File: src/include/psfm_pkg.sv
/*
 * shared constants and carriers for the phase shedding and fault manager.
 * assumes a single 10 MHz clock; the time figures below derive cycle counts from it.
 */
package psfm_pkg;

	////////////////////////////////////////////////////////////////////////////////
	// timing
	localparam int CLK_FREQ_HZ    = 10_000_000;
	localparam int CLK_PER_US     = CLK_FREQ_HZ / 1_000_000;
	localparam int T_VINOV_US     = 5;
	localparam int T_LOCKOUT_US   = 1500;
	localparam int T_PG_DELAY_US  = 500;
	localparam int T_HICCUP_MS    = 500;
	localparam int VINOV_CYC      = T_VINOV_US * CLK_PER_US;
	localparam int LOCKOUT_CYC    = T_LOCKOUT_US * CLK_PER_US;
	localparam int PG_DELAY_CYC   = T_PG_DELAY_US * CLK_PER_US;
	localparam int HICCUP_CYC     = T_HICCUP_MS * 1000 * CLK_PER_US;
	localparam int CNT_W          = 24;
	localparam logic [3:0] RAMP_STEPS = 4'h8;

	////////////////////////////////////////////////////////////////////////////////
	// light-load mode select encoding (3'rd code treated as high)
	localparam logic [1:0] LLM_LOW   = 2'h0;
	localparam logic [1:0] LLM_FLOAT = 2'h1;
	localparam logic [1:0] LLM_HIGH  = 2'h2;

	////////////////////////////////////////////////////////////////////////////////
	// register map, byte addresses
	localparam logic [3:0]  REG_CTRL_OFS   = 4'h0;
	localparam logic [3:0]  REG_STATUS_OFS = 4'h4;
	localparam logic [3:0]  REG_FAULT_OFS  = 4'h8;
	localparam logic [31:0] CTRL_RESET     = 32'h0000_0001;
	localparam logic [31:0] FAULT_RESET    = 32'h0000_0000;
	localparam int CTRL_SHED_ALLOW = 0;
	localparam int STAT_STATE_LSB  = 0;
	localparam int STAT_P2_ON      = 4;
	localparam int STAT_LOCKOUT    = 5;
	localparam int STAT_DIODE_EMU  = 6;
	localparam int STAT_PG         = 7;
	localparam int STAT_SHED_EN    = 8;

	// fault bit positions
	localparam int FLT_INPUT_OV  = 0;
	localparam int FLT_AVG_OC    = 1;
	localparam int FLT_PEAK_OC   = 2;
	localparam int FLT_OUTPUT_OV = 3;
	localparam int FLT_LF_SHORT  = 4;
	localparam int FLT_LOCK_LOSS = 5;
	localparam int NUM_FAULTS    = 6;

	////////////////////////////////////////////////////////////////////////////////
	// carriers
	typedef struct packed {
		logic       sw_clk;
		logic       avg_below_drop;
		logic       avg_above_add;
		logic [1:0] peak_current_limit;
		logic       avg_oc;
		logic       peak_oc;
		logic       input_ov;
		logic       output_ov;
		logic       output_ov_clear;
		logic       lf_short;
		logic       freq_low;
		logic [1:0] zero_cross;
		logic [1:0] skip_req;
	} psfm_cmp_t;

	typedef struct packed {
		logic       phase2_enable;
		logic [3:0] phase2_duty_scale;
		logic [1:0] sync_switch_off;
		logic [1:0] skip_pulse;
	} psfm_drv_t;

	typedef enum logic [2:0] {ST_OFF, ST_SOFTSTART, ST_RUN, ST_HICCUP, ST_LATCHED} psfm_state_t;
	typedef enum logic [1:0] {P2_ON, P2_RAMP, P2_OFF} psfm_p2_t;

endpackage

File: src/rtl/psfm_top.sv
/*
 * phase shedding, light-load mode and fault response supervisor for a two-phase boost.
 * assumes comparator flags arrive raw from analog and are synchronised here; soft-start
 * circuitry reports completion; register access by an avalon-mm master.
 */
module psfm_top #(
	parameter int LOCKOUT_CYCLES  = psfm_pkg::LOCKOUT_CYC,
	parameter int PG_DELAY_CYCLES = psfm_pkg::PG_DELAY_CYC,
	parameter int HICCUP_CYCLES   = psfm_pkg::HICCUP_CYC
) (
	// clock and reset
	input  wire logic                clk,
	input  wire logic                reset,
	// analog comparator flags
	input  wire psfm_pkg::psfm_cmp_t cmp_raw,
	// configuration pins and soft-start completion
	input  wire logic [1:0]          light_load_mode_select,
	input  wire logic                fault_response_select,
	input  wire logic                ext_sync_active,
	input  wire logic                enable_pin,
	input  wire logic                soft_start_done,
	// drive outputs
	output      psfm_pkg::psfm_drv_t drv,
	output      logic                switching_stop,
	output      logic                soft_start_restart,
	output      logic                power_good_output,
	output      logic                diode_emulation_active,
	// avalon-mm slave
	input  wire logic [3:0]          avs_address,
	input  wire logic                avs_read,
	input  wire logic                avs_write,
	input  wire logic [31:0]         avs_writedata,
	output      logic [31:0]         avs_readdata,
	output      logic                avs_waitrequest
);

	////////////////////////////////////////////////////////////////////////////////
	function automatic logic [psfm_pkg::CNT_W-1:0] cnt_dec(input logic [psfm_pkg::CNT_W-1:0] c);
		cnt_dec = (c == '0) ? '0 : c - 1'b1;
	endfunction

	localparam logic [psfm_pkg::CNT_W-1:0] LOCK_LOAD = psfm_pkg::CNT_W'(LOCKOUT_CYCLES);
	localparam logic [psfm_pkg::CNT_W-1:0] PG_LOAD   = psfm_pkg::CNT_W'(PG_DELAY_CYCLES);
	localparam logic [psfm_pkg::CNT_W-1:0] HIC_LOAD  = psfm_pkg::CNT_W'(HICCUP_CYCLES);
	localparam logic [5:0]                 VINOV_MAX = 6'(psfm_pkg::VINOV_CYC);

	////////////////////////////////////////////////////////////////////////////////
	// synchronisers; the first stage is read only by the second
	psfm_pkg::psfm_cmp_t sync1_q, sync2_q;
	logic                sw_prev_q;
	psfm_pkg::psfm_cmp_t cmp;
	logic                sw_tick;

	always_ff @(posedge clk) begin
		if (reset) begin
			sync1_q   <= '0;
			sync2_q   <= '0;
			sw_prev_q <= 1'b0;
		end else begin
			sync1_q   <= cmp_raw;
			sync2_q   <= sync1_q;
			sw_prev_q <= sync2_q.sw_clk;
		end
	end

	always_comb begin
		cmp     = sync2_q;
		sw_tick = sync2_q.sw_clk & ~sw_prev_q;
	end

	////////////////////////////////////////////////////////////////////////////////
	// fault detection and response state
	psfm_pkg::psfm_state_t         st_q, st_d;
	logic [psfm_pkg::CNT_W-1:0]    hic_q, hic_d;
	logic [5:0]                    vinov_q, vinov_d;
	logic                          ovhold_q, ovhold_d;
	logic                          restart_q, restart_d;
	logic [psfm_pkg::NUM_FAULTS-1:0] fault_now;
	logic                          armed, any_fault;

	always_comb begin
		armed   = (st_q == psfm_pkg::ST_SOFTSTART) || (st_q == psfm_pkg::ST_RUN);
		vinov_d = (armed && cmp.input_ov) ? ((vinov_q == VINOV_MAX) ? vinov_q : vinov_q + 6'h01) : 6'h00;
		// hold output overvoltage until feedback falls below trip minus hysteresis
		ovhold_d = ovhold_q;
		if (ovhold_q && cmp.output_ov_clear)
			ovhold_d = 1'b0;
		if (armed && cmp.output_ov)
			ovhold_d = 1'b1;
		fault_now = '0;
		fault_now[psfm_pkg::FLT_INPUT_OV]  = vinov_q == VINOV_MAX;
		fault_now[psfm_pkg::FLT_AVG_OC]    = armed & cmp.avg_oc;
		fault_now[psfm_pkg::FLT_PEAK_OC]   = armed & cmp.peak_oc;
		fault_now[psfm_pkg::FLT_OUTPUT_OV] = armed & ovhold_q;
		fault_now[psfm_pkg::FLT_LF_SHORT]  = armed & cmp.lf_short;
		fault_now[psfm_pkg::FLT_LOCK_LOSS] = armed & cmp.freq_low;
		any_fault = |fault_now;

		st_d      = st_q;
		hic_d     = cnt_dec(hic_q);
		restart_d = 1'b0;
		case (st_q)
			psfm_pkg::ST_OFF: begin
				if (enable_pin) begin
					st_d      = psfm_pkg::ST_SOFTSTART;
					restart_d = 1'b1;
				end
			end
			psfm_pkg::ST_SOFTSTART, psfm_pkg::ST_RUN: begin
				if (!enable_pin) begin
					st_d = psfm_pkg::ST_OFF;
				end else if (any_fault) begin
					// pin high means hiccup, low means latch-off
					st_d  = fault_response_select ? psfm_pkg::ST_HICCUP : psfm_pkg::ST_LATCHED;
					hic_d = HIC_LOAD;
				end else if (st_q == psfm_pkg::ST_SOFTSTART && soft_start_done) begin
					st_d = psfm_pkg::ST_RUN;
				end
			end
			psfm_pkg::ST_HICCUP: begin
				if (!enable_pin) begin
					st_d = psfm_pkg::ST_OFF;
				end else if (hic_q == '0) begin
					// a still-high output overvoltage keeps the wait going
					if (ovhold_q) begin
						hic_d = HIC_LOAD;
					end else begin
						st_d      = psfm_pkg::ST_SOFTSTART;
						restart_d = 1'b1;
					end
				end
			end
			psfm_pkg::ST_LATCHED: begin
				// only an enable low (or reset) frees the latch
				if (!enable_pin)
					st_d = psfm_pkg::ST_OFF;
			end
			default: st_d = psfm_pkg::ST_OFF;
		endcase
	end

	always_ff @(posedge clk) begin
		if (reset) begin
			st_q      <= psfm_pkg::ST_OFF;
			hic_q     <= '0;
			vinov_q   <= 6'h00;
			ovhold_q  <= 1'b0;
			restart_q <= 1'b0;
		end else begin
			st_q      <= st_d;
			hic_q     <= hic_d;
			vinov_q   <= vinov_d;
			ovhold_q  <= ovhold_d;
			restart_q <= restart_d;
		end
	end

	////////////////////////////////////////////////////////////////////////////////
	// power good: released only after a quiet run of the delay
	logic [psfm_pkg::CNT_W-1:0] pgc_q, pgc_d;
	logic                       pg_q, pg_d;

	always_comb begin
		pgc_d = PG_LOAD;
		pg_d  = 1'b0;
		if (st_q == psfm_pkg::ST_RUN && !any_fault) begin
			pgc_d = cnt_dec(pgc_q);
			pg_d  = (pgc_q == '0);
		end
	end

	always_ff @(posedge clk) begin
		if (reset) begin
			pgc_q <= '0;
			pg_q  <= 1'b0;
		end else begin
			pgc_q <= pgc_d;
			pg_q  <= pg_d;
		end
	end

	////////////////////////////////////////////////////////////////////////////////
	// registers
	logic [31:0] ctrl_q, ctrl_d;
	logic [31:0] flog_q, flog_d;
	logic [31:0] rdata_q, rdata_d;
	logic        ack_q, ack_d;
	logic [31:0] status;
	logic        wr_ctrl, wr_flog;

	// phase-2 state, declared early for status
	psfm_pkg::psfm_p2_t         p2_q, p2_d;
	logic [3:0]                 duty_q, duty_d;
	logic [psfm_pkg::CNT_W-1:0] lock_q, lock_d;
	logic                       shed_en, emu_on;

	always_comb begin
		status = '0;
		status[psfm_pkg::STAT_STATE_LSB +: 3] = st_q;
		status[psfm_pkg::STAT_P2_ON]   = p2_q == psfm_pkg::P2_ON;
		status[psfm_pkg::STAT_LOCKOUT] = lock_q != '0;
		status[psfm_pkg::STAT_DIODE_EMU] = emu_on;
		status[psfm_pkg::STAT_PG]      = pg_q;
		status[psfm_pkg::STAT_SHED_EN] = shed_en;
	end

	always_comb begin
		// one wait state: answer at the second edge of the request
		ack_d   = (avs_read | avs_write) & ~ack_q;
		wr_ctrl = ack_q & avs_write & (avs_address == psfm_pkg::REG_CTRL_OFS);
		wr_flog = ack_q & avs_write & (avs_address == psfm_pkg::REG_FAULT_OFS);
		ctrl_d  = ctrl_q;
		if (wr_ctrl)
			ctrl_d = {31'h0000_0000, avs_writedata[psfm_pkg::CTRL_SHED_ALLOW]};
		// write one to clear; a fault in the same cycle wins
		flog_d = flog_q;
		if (wr_flog)
			flog_d = flog_q & ~avs_writedata;
		flog_d[psfm_pkg::NUM_FAULTS-1:0] = flog_d[psfm_pkg::NUM_FAULTS-1:0] | fault_now;
		rdata_d = rdata_q;
		if (ack_d && avs_read) begin
			case (avs_address)
				psfm_pkg::REG_CTRL_OFS:   rdata_d = ctrl_q;
				psfm_pkg::REG_STATUS_OFS: rdata_d = status;
				psfm_pkg::REG_FAULT_OFS:  rdata_d = flog_q;
				default:                  rdata_d = 32'h0000_0000;
			endcase
		end
	end

	always_ff @(posedge clk) begin
		if (reset) begin
			ctrl_q  <= psfm_pkg::CTRL_RESET;
			flog_q  <= psfm_pkg::FAULT_RESET;
			rdata_q <= 32'h0000_0000;
			ack_q   <= 1'b0;
		end else begin
			ctrl_q  <= ctrl_d;
			flog_q  <= flog_d;
			rdata_q <= rdata_d;
			ack_q   <= ack_d;
		end
	end

	////////////////////////////////////////////////////////////////////////////////
	// phase shedding
	logic add_req;

	always_comb begin
		// floating pin enables shedding; never on an external sync clock
		shed_en = (light_load_mode_select == psfm_pkg::LLM_FLOAT)
			& ~ext_sync_active
			& ctrl_q[psfm_pkg::CTRL_SHED_ALLOW]
			& (st_q == psfm_pkg::ST_RUN);
		add_req = cmp.avg_above_add | (|cmp.peak_current_limit);
		p2_d    = p2_q;
		duty_d  = duty_q;
		lock_d  = cnt_dec(lock_q);
		case (p2_q)
			psfm_pkg::P2_ON: begin
				if (shed_en && lock_q == '0 && cmp.avg_below_drop && !add_req)
					p2_d = psfm_pkg::P2_RAMP;
			end
			psfm_pkg::P2_RAMP, psfm_pkg::P2_OFF: begin
				if (add_req || !shed_en) begin
					p2_d   = psfm_pkg::P2_ON;
					duty_d = psfm_pkg::RAMP_STEPS;
					if (add_req)
						lock_d = LOCK_LOAD;
				end else if (p2_q == psfm_pkg::P2_RAMP && sw_tick) begin
					// one step per switching cycle keeps the loop calm
					duty_d = duty_q - 4'h1;
					if (duty_q == 4'h1)
						p2_d = psfm_pkg::P2_OFF;
				end
			end
			default: begin
				p2_d   = psfm_pkg::P2_ON;
				duty_d = psfm_pkg::RAMP_STEPS;
			end
		endcase
	end

	always_ff @(posedge clk) begin
		if (reset) begin
			p2_q   <= psfm_pkg::P2_ON;
			duty_q <= psfm_pkg::RAMP_STEPS;
			lock_q <= '0;
		end else begin
			p2_q   <= p2_d;
			duty_q <= duty_d;
			lock_q <= lock_d;
		end
	end

	////////////////////////////////////////////////////////////////////////////////
	// light-load conduction and outputs
	psfm_pkg::psfm_drv_t drv_q, drv_d;
	logic                stop_q, stop_d;
	logic                emu_q;

	always_comb begin
		emu_on = (light_load_mode_select != psfm_pkg::LLM_LOW)
			| (st_q == psfm_pkg::ST_SOFTSTART);
		drv_d.phase2_enable     = p2_q != psfm_pkg::P2_OFF;
		drv_d.phase2_duty_scale = duty_q;
		drv_d.sync_switch_off   = {2{emu_on}} & cmp.zero_cross;
		drv_d.skip_pulse        = {2{emu_on}} & cmp.skip_req;
		stop_d = !(st_d == psfm_pkg::ST_SOFTSTART || st_d == psfm_pkg::ST_RUN);
	end

	always_ff @(posedge clk) begin
		if (reset) begin
			drv_q  <= '0;
			stop_q <= 1'b1;
			emu_q  <= 1'b0;
		end else begin
			drv_q  <= drv_d;
			stop_q <= stop_d;
			emu_q  <= emu_on;
		end
	end

	assign drv                    = drv_q;
	assign switching_stop         = stop_q;
	assign soft_start_restart     = restart_q;
	assign power_good_output      = pg_q;
	assign diode_emulation_active = emu_q;
	assign avs_readdata           = rdata_q;
	assign avs_waitrequest        = (avs_read | avs_write) & ~ack_q;
endmodule // psfm_top
File: config.mk
export PLATFORM = sky130hd
export DESIGN_NAME = psfm_top
export DESIGN_NICKNAME = d
export VERILOG_FILES = /design/src/include/psfm_pkg.sv /design/src/rtl/psfm_top.sv
export SDC_FILE = /design/constraint.sdc
export NUM_CORES = 1
export LEC_CHECK = 0
export ABC_AREA = 1
export CELL_PAD_IN_SITES_DETAIL_PLACEMENT = 1
export CELL_PAD_IN_SITES_GLOBAL_PLACEMENT = 2
export CORE_MARGIN = 4
export CORE_UTILIZATION = 37
export DETAILED_ROUTE_END_ITERATION = 7
export DONT_BUFFER_PORTS = 1
export PLACE_DENSITY_LB_ADDON = 0.12
export SLEW_MARGIN = 25
export SYNTH_ARGS = -nofsm -noshare
export SYNTH_HDL_FRONTEND = slang
export SYNTH_SLANG_ARGS = --single-unit
export TNS_END_PERCENT = 1
File: constraint.sdc
create_clock -name clk -period 2.3 [get_ports clk]
set_input_delay 0.23 -clock clk [delete_from_list [all_inputs] [get_ports clk]]
set_output_delay 0.23 -clock clk [all_outputs]
set_load 0.01 [all_outputs]
Word-level counts from Yosys, hierarchy flattened
Index checks and enable logic that the tools add are counted.
{"block": "word_totals", "ff_bits": 200}
{"block": "op_classes", "addsub": 5, "n_eq_ne": 17, "mux": 40, "bitwise": 27, "n_reduce_logical": 35}
{"cell": "$mux W24", "count": 10}
{"cell": "$pmux W32 S3", "count": 1}
{"cell": "$logic_not A24 Y1", "count": 3}
{"cell": "$sub A24 B1 Y24 const B", "count": 3}
{"cell": "$pmux W24 S2", "count": 1}
{"cell": "$and A32 B32 Y32", "count": 1}
{"cell": "$not A32 Y32", "count": 1}
{"cell": "$mux W3", "count": 9}
{"cell": "$mux W13", "count": 2}
{"cell": "$reduce_bool A24 Y1", "count": 1}
{"cell": "$and A1 B1 Y1", "count": 13}
{"cell": "$pmux W3 S4", "count": 1}
{"cell": "$logic_and A1 B1 Y1", "count": 10}
{"cell": "$reduce_or A2 Y1", "count": 5}
{"cell": "$eq A3 B2 Y1 const B", "count": 3}
{"cell": "$mux W2", "count": 4}
{"cell": "$mux W4", "count": 2}
{"cell": "$pmux W4 S2", "count": 1}
{"cell": "$add A6 B1 Y6 const B", "count": 1}
{"cell": "$eq A3 B1 Y1 const B", "count": 2}
{"cell": "$eq A6 B6 Y1 const B", "count": 1}
{"cell": "$mux W1", "count": 6}
{"cell": "$mux W6", "count": 1}
{"cell": "$ne A3 B3 Y1 const B", "count": 2}
{"cell": "25 further kinds", "count": 40}

Longest topological paths before layout
{"block": "logic_depth", "depth_word": 10, "depth_mapped": 15, "ltp_nobuf": 15}

Worst setup path before layout
Ideal clock, no wire load.
{"block": "synth_path", "kind": "register -> register", "startpoint": "register lock_q[0] (netlist bit)", "endpoint": "register p2_q[0]", "setup_time_ps": 120, "t_arrival_ps": 1491, "t_required_ps": 2180, "slack_ps": 689, "stages_incl_launch_ff": 10, "period_less_slack_ps": 1611, "cell_sequence": "dfxtp_1 inv_1 ha_1 nand3_1 nor2_4 nand4_4 o21ai_1 nand2_1 o21ai_1 a21oi_1"}
{"block": "synth_via", "elab_chain_cells": 6}
{"element": "start: declaration", "line": "psfm_top.sv:194", "text": "logic [psfm_pkg::CNT_W-1:0] lock_q, lock_d;"}
{"element": "start signal: assignment", "line": "psfm_top.sv:292", "text": "lock_q <= lock_d;"}
{"element": "$logic_not A24 Y1", "line": "psfm_top.sv:261", "text": "if (shed_en && lock_q == '0 && cmp.avg_below_drop && !add_req)"}
{"element": "$logic_and A1 B1 Y1 (3 in a row)", "line": "psfm_top.sv:261"}
{"element": "$ne A2 B1 Y1 (no line)"}
{"element": "$reduce_and A3 Y1 (no line)"}
{"element": "end signal: assignment", "line": "psfm_top.sv:286", "text": "p2_q <= psfm_pkg::P2_ON;"}
{"element": "end signal: assignment", "line": "psfm_top.sv:290", "text": "p2_q <= p2_d;"}
{"element": "end: declaration", "line": "psfm_top.sv:192", "text": "psfm_pkg::psfm_p2_t p2_q, p2_d;"}
Every way passes these cells.
A chain may end at the register's enable or synchronous reset.

Worst setup path after layout
{"block": "layout_path", "startpoint": "register vinov_q[0]", "endpoint": "register pgc_q[23] (netlist bit)"}
{"block": "layout_via", "elab_chain_cells": 6}
{"element": "start: declaration", "line": "psfm_top.sv:75", "text": "logic [5:0] vinov_q, vinov_d;"}
{"element": "start signal: assignment", "line": "psfm_top.sv:152", "text": "vinov_q <= vinov_d;"}
{"element": "$eq A6 B6 Y1", "line": "psfm_top.sv:91", "text": "fault_now[psfm_pkg::FLT_INPUT_OV] = vinov_q == VINOV_MAX;"}
{"element": "$reduce_or A6 Y1", "line": "psfm_top.sv:97", "text": "any_fault = |fault_now;"}
{"element": "$logic_not A1 Y1", "line": "psfm_top.sv:166", "text": "if (st_q == psfm_pkg::ST_RUN && !any_fault) begin"}
{"element": "$logic_and A1 B1 Y1", "line": "psfm_top.sv:166"}
{"element": "$not A1 Y1 (no line)"}
{"element": "$reduce_or A3 Y1 (no line)"}
{"element": "end signal: assignment", "line": "psfm_top.sv:177", "text": "pgc_q <= pgc_d;"}
{"element": "end: declaration", "line": "psfm_top.sv:160", "text": "logic [psfm_pkg::CNT_W-1:0] pgc_q, pgc_d;"}
Every way passes these cells.

==> out/results.ini <==
[power_and_ir_drop]
peakVddDrop_mv = 0.490
power.density_nw_per_um2 = 1000
sw_frac_of_total_pct = 33.8
intPower_uw = 6480
power_frac_comb_pct = 26.1
power_switching_uw = 3310
p_seq_share_pct = 41.8
p_total_uw = 9790
leakage_uw = 0.00406
clock_power_share_pct = 32.1

[finish]
fillers = 2645
nets = 1165
synthToLayoutAreaGrowth_pct = 17.5
layout-drive-gt1-share_pct = 10.1
stdcell_count = 1384

[clock_network]
clk_latency_ns = 0.43
htree_num_levels = 4
cts.reportedPaths.clkPinSlew_ns = 0.08
post_cts_buffers = 0
cts_resized = 0
cts_tree = done
cts-hold-fix-buffers = 51
cts_buffers = 17
clk_path_buf_depth = 2
cts_sinks = 200
root_buffer = clkbuf_16

[yosys]
synth.largest_area_cell = dfxtp_1
synth_area_per_cell_sq_um = 7.99
ys_warn_count = 0
syn-instance-count = 1040
synthTopCellsByCount = dfxtp_1, nand2_1, nor2_1, inv_1, nand3_1
ys_seq_area_share_pct = 48.2
ys.flop_type = dfxtp_1
synth_area_sq_um = 8310
synth_async_sr_flop_share_pct = 0
synth_edf_count = 0
netlist.area_leader.share_pct = 48.2
synth.distinct_cells = 50
synth_most_common_cell = dfxtp_1
synth_nets = 1115
ys_ff_latch = 200
synth_area_leaders = dfxtp_1, nand2_1, nor2_1

[flow_run]
max_cap_viol_count = 0

[grt]
track_usage_pct = 17.6
antenna_found_initial = 1
grt_pass1_wl_microns = 35100
overflow = 0
grt_start_max_net_pins = 75
grt_pass1_vias = 6782

[die]
design.die.area_sq_um = 24900
pin_count = 108
die_w_microns = 158
initial_utilization_pct = 37.8
placementRows = 54
coreArea_sq_um = 22000
fp.dieH_microns = 158

[sta]
finalClockSkew_ns = 0.0138
hold_viol = 0
relSlewSlack_pct = 55.0
rsz0062_at_grt = false
drv_slew = 0
fin_setup_tns_ns = 0
timing.final.crit_share_pct = 82.6
worstMarginPinSlew_ns = 0.674
fmax_ghz = 0.526
finalWorstPathRequiredPeriod_ns = 1.90
setup_viol = 0

[critical_path]
setup.worst_path.start = vinov_q[0]
reg2reg_from = vinov_q[0]
path_class = reg -> reg
crit_fanout = 19
r2r-end = pgc_q[23]
critPathArrivalTime_ns = 2.26
r2r_cells = 11
cp-endpoint = pgc_q[23]
critPathRequiredTime_ns = 2.66
r2r_slack_ns = 0.40
startpoint_type = flip-flop
worstSetupEndpointType = flip-flop

[route]
wl_per_cell_microns = 15.0
wl_met1_microns = 9520
viasPerCell = 4.78
drt_iter0_markers = 255
wirelength_microns = 20700
wl_met3_microns = 1380
post-route-drc-count = 0
route.met2.wl_microns = 9640
top_layer = met4
drt_pass1_iterations = 4
vias = 6613
ant_nets = 0

[placed_design]
gp_congestion = 0.745
dpl.cell_count = 1300
dp_hpwl_microns = 14700
place.port_buffers = 0

[status]
status = finished, final reports clean

[hold_path]
hold-path-cell-count = 3
hold_class = in -> reg

==> cells in the final DEF, fill, tap and decap left out, types with 24 or more instances in the layout <==
cell type	Yosys	layout
dfxtp_1	200	200
nand2_1	170	170
nor2_1	152	151
inv_1	126	125
nand3_1	60	60
dlygate4sd3_1	0	50
a21oi_1	47	47
o21ai_0	42	42
xor2_1	29	29
a31oi_1	24	24
==> area by class of cell <==
| class | instances | area (sq um) | area share (%) |
|---|---|---|---|
| diodes | 1 | 2.50 | 0.0256 |
| clock buffers | 17 | 425 | 4.36 |
| clock inverters | 15 | 209 | 2.14 |
| inverters | 130 | 488 | 5.00 |
| multi-input cells | 680 | 3680 | 37.7 |
| flip-flops and latches | 200 | 4000 | 41.0 |
| well taps | 280 | 350 | 3.59 |
| repair buffers | 61 | 603 | 6.18 |
==> stage by stage <==
stage          hold WS, ns  cell area [sq um]  setup WS, ns  util, %
2_1_floorplan        0.311               8310         0.689        -
3_3_place_gp         0.305               8590         0.405     39.1
3_5_place_dp         0.307               8590         0.372     39.1
4_1_cts            0.00579               9760         0.355     44.4
5_1_grt             0.0257               9760         0.163     44.4
6_report            0.0281               9760         0.400     44.4
==> layer usage <==
layer	up-vias	track usage, %
met2	106	28.6
met3	12	5.99
met4	0	4.06
met5	-	0
li1	3423	-
met1	3072	22.6
==> sequential cells by signal (all words and copies together), names as in the netlist <==
| register | cells |
|---|---|
| soft_start_restart | 1 |
| power_good_output | 1 |
| lock_q | 24 |
| avs_readdata | 32 |
| switching_stop | 1 |
| flog_q | 32 |
| pgc_q | 24 |
| sw_prev_q | 1 |
| ctrl_q | 1 |
| duty_q | 4 |
| vinov_q | 6 |
| cmp | 16 |
| sync1_q | 16 |
| ack_q | 1 |
| diode_emulation_active | 1 |
| drv | 9 |
| ovhold_q | 1 |
| hic_q | 24 |
| p2_q | 2 |
| st_q | 3 |
==> kinds of logic (layout without fill, tap and decap cells) <==
group                      Yosys count  count (layout)  synth area share (%)
other                                0               1                     0
and+or+nand+nor                    486             486                  28.2
DFF                                200             200                  48.2
AOI/OAI and AO/OA                  136             136                  9.34
buffers and inverters              160             223                  7.56
adders and majority gates           13              13                  1.96
xor gates and xnor gates            45              45                  4.74
==> power groups by stage <==
stage	registers, uW	logic [uW]	clock network, uW
2_1_floorplan	4090	2030	0
3_3_place_gp	4160	2470	0
3_5_place_dp	4170	2480	0
4_1_cts	4100	2610	3270
5_1_grt	4140	2930	3430
6_report	4090	2560	3150
==> how the worst min path moves through the flow <==
stage / from / to
finish: avs_writedata[4] / flog_q[4]
CTS: avs_address[3] / ctrl_q[0]
global route: avs_address[3] / ctrl_q[0]
detailed placement: reset / avs_readdata[6]
global placement: reset / avs_readdata[5]
floorplan: reset / drv[5]
==> worst max-delay path: stages (launching register included) <==
cell     delay [ns]
dfxtp_1        0.40
inv_1          0.08
ha_1           0.20
nand2_1        0.10
nor2_2         0.07
inv_2          0.10
nand2_2        0.10
nor2_4         0.13
nand2_2        0.09
nor2_4         0.12
nand2_4        0.22
nor3b_2        0.23
(Power assumes the default switching activity.)
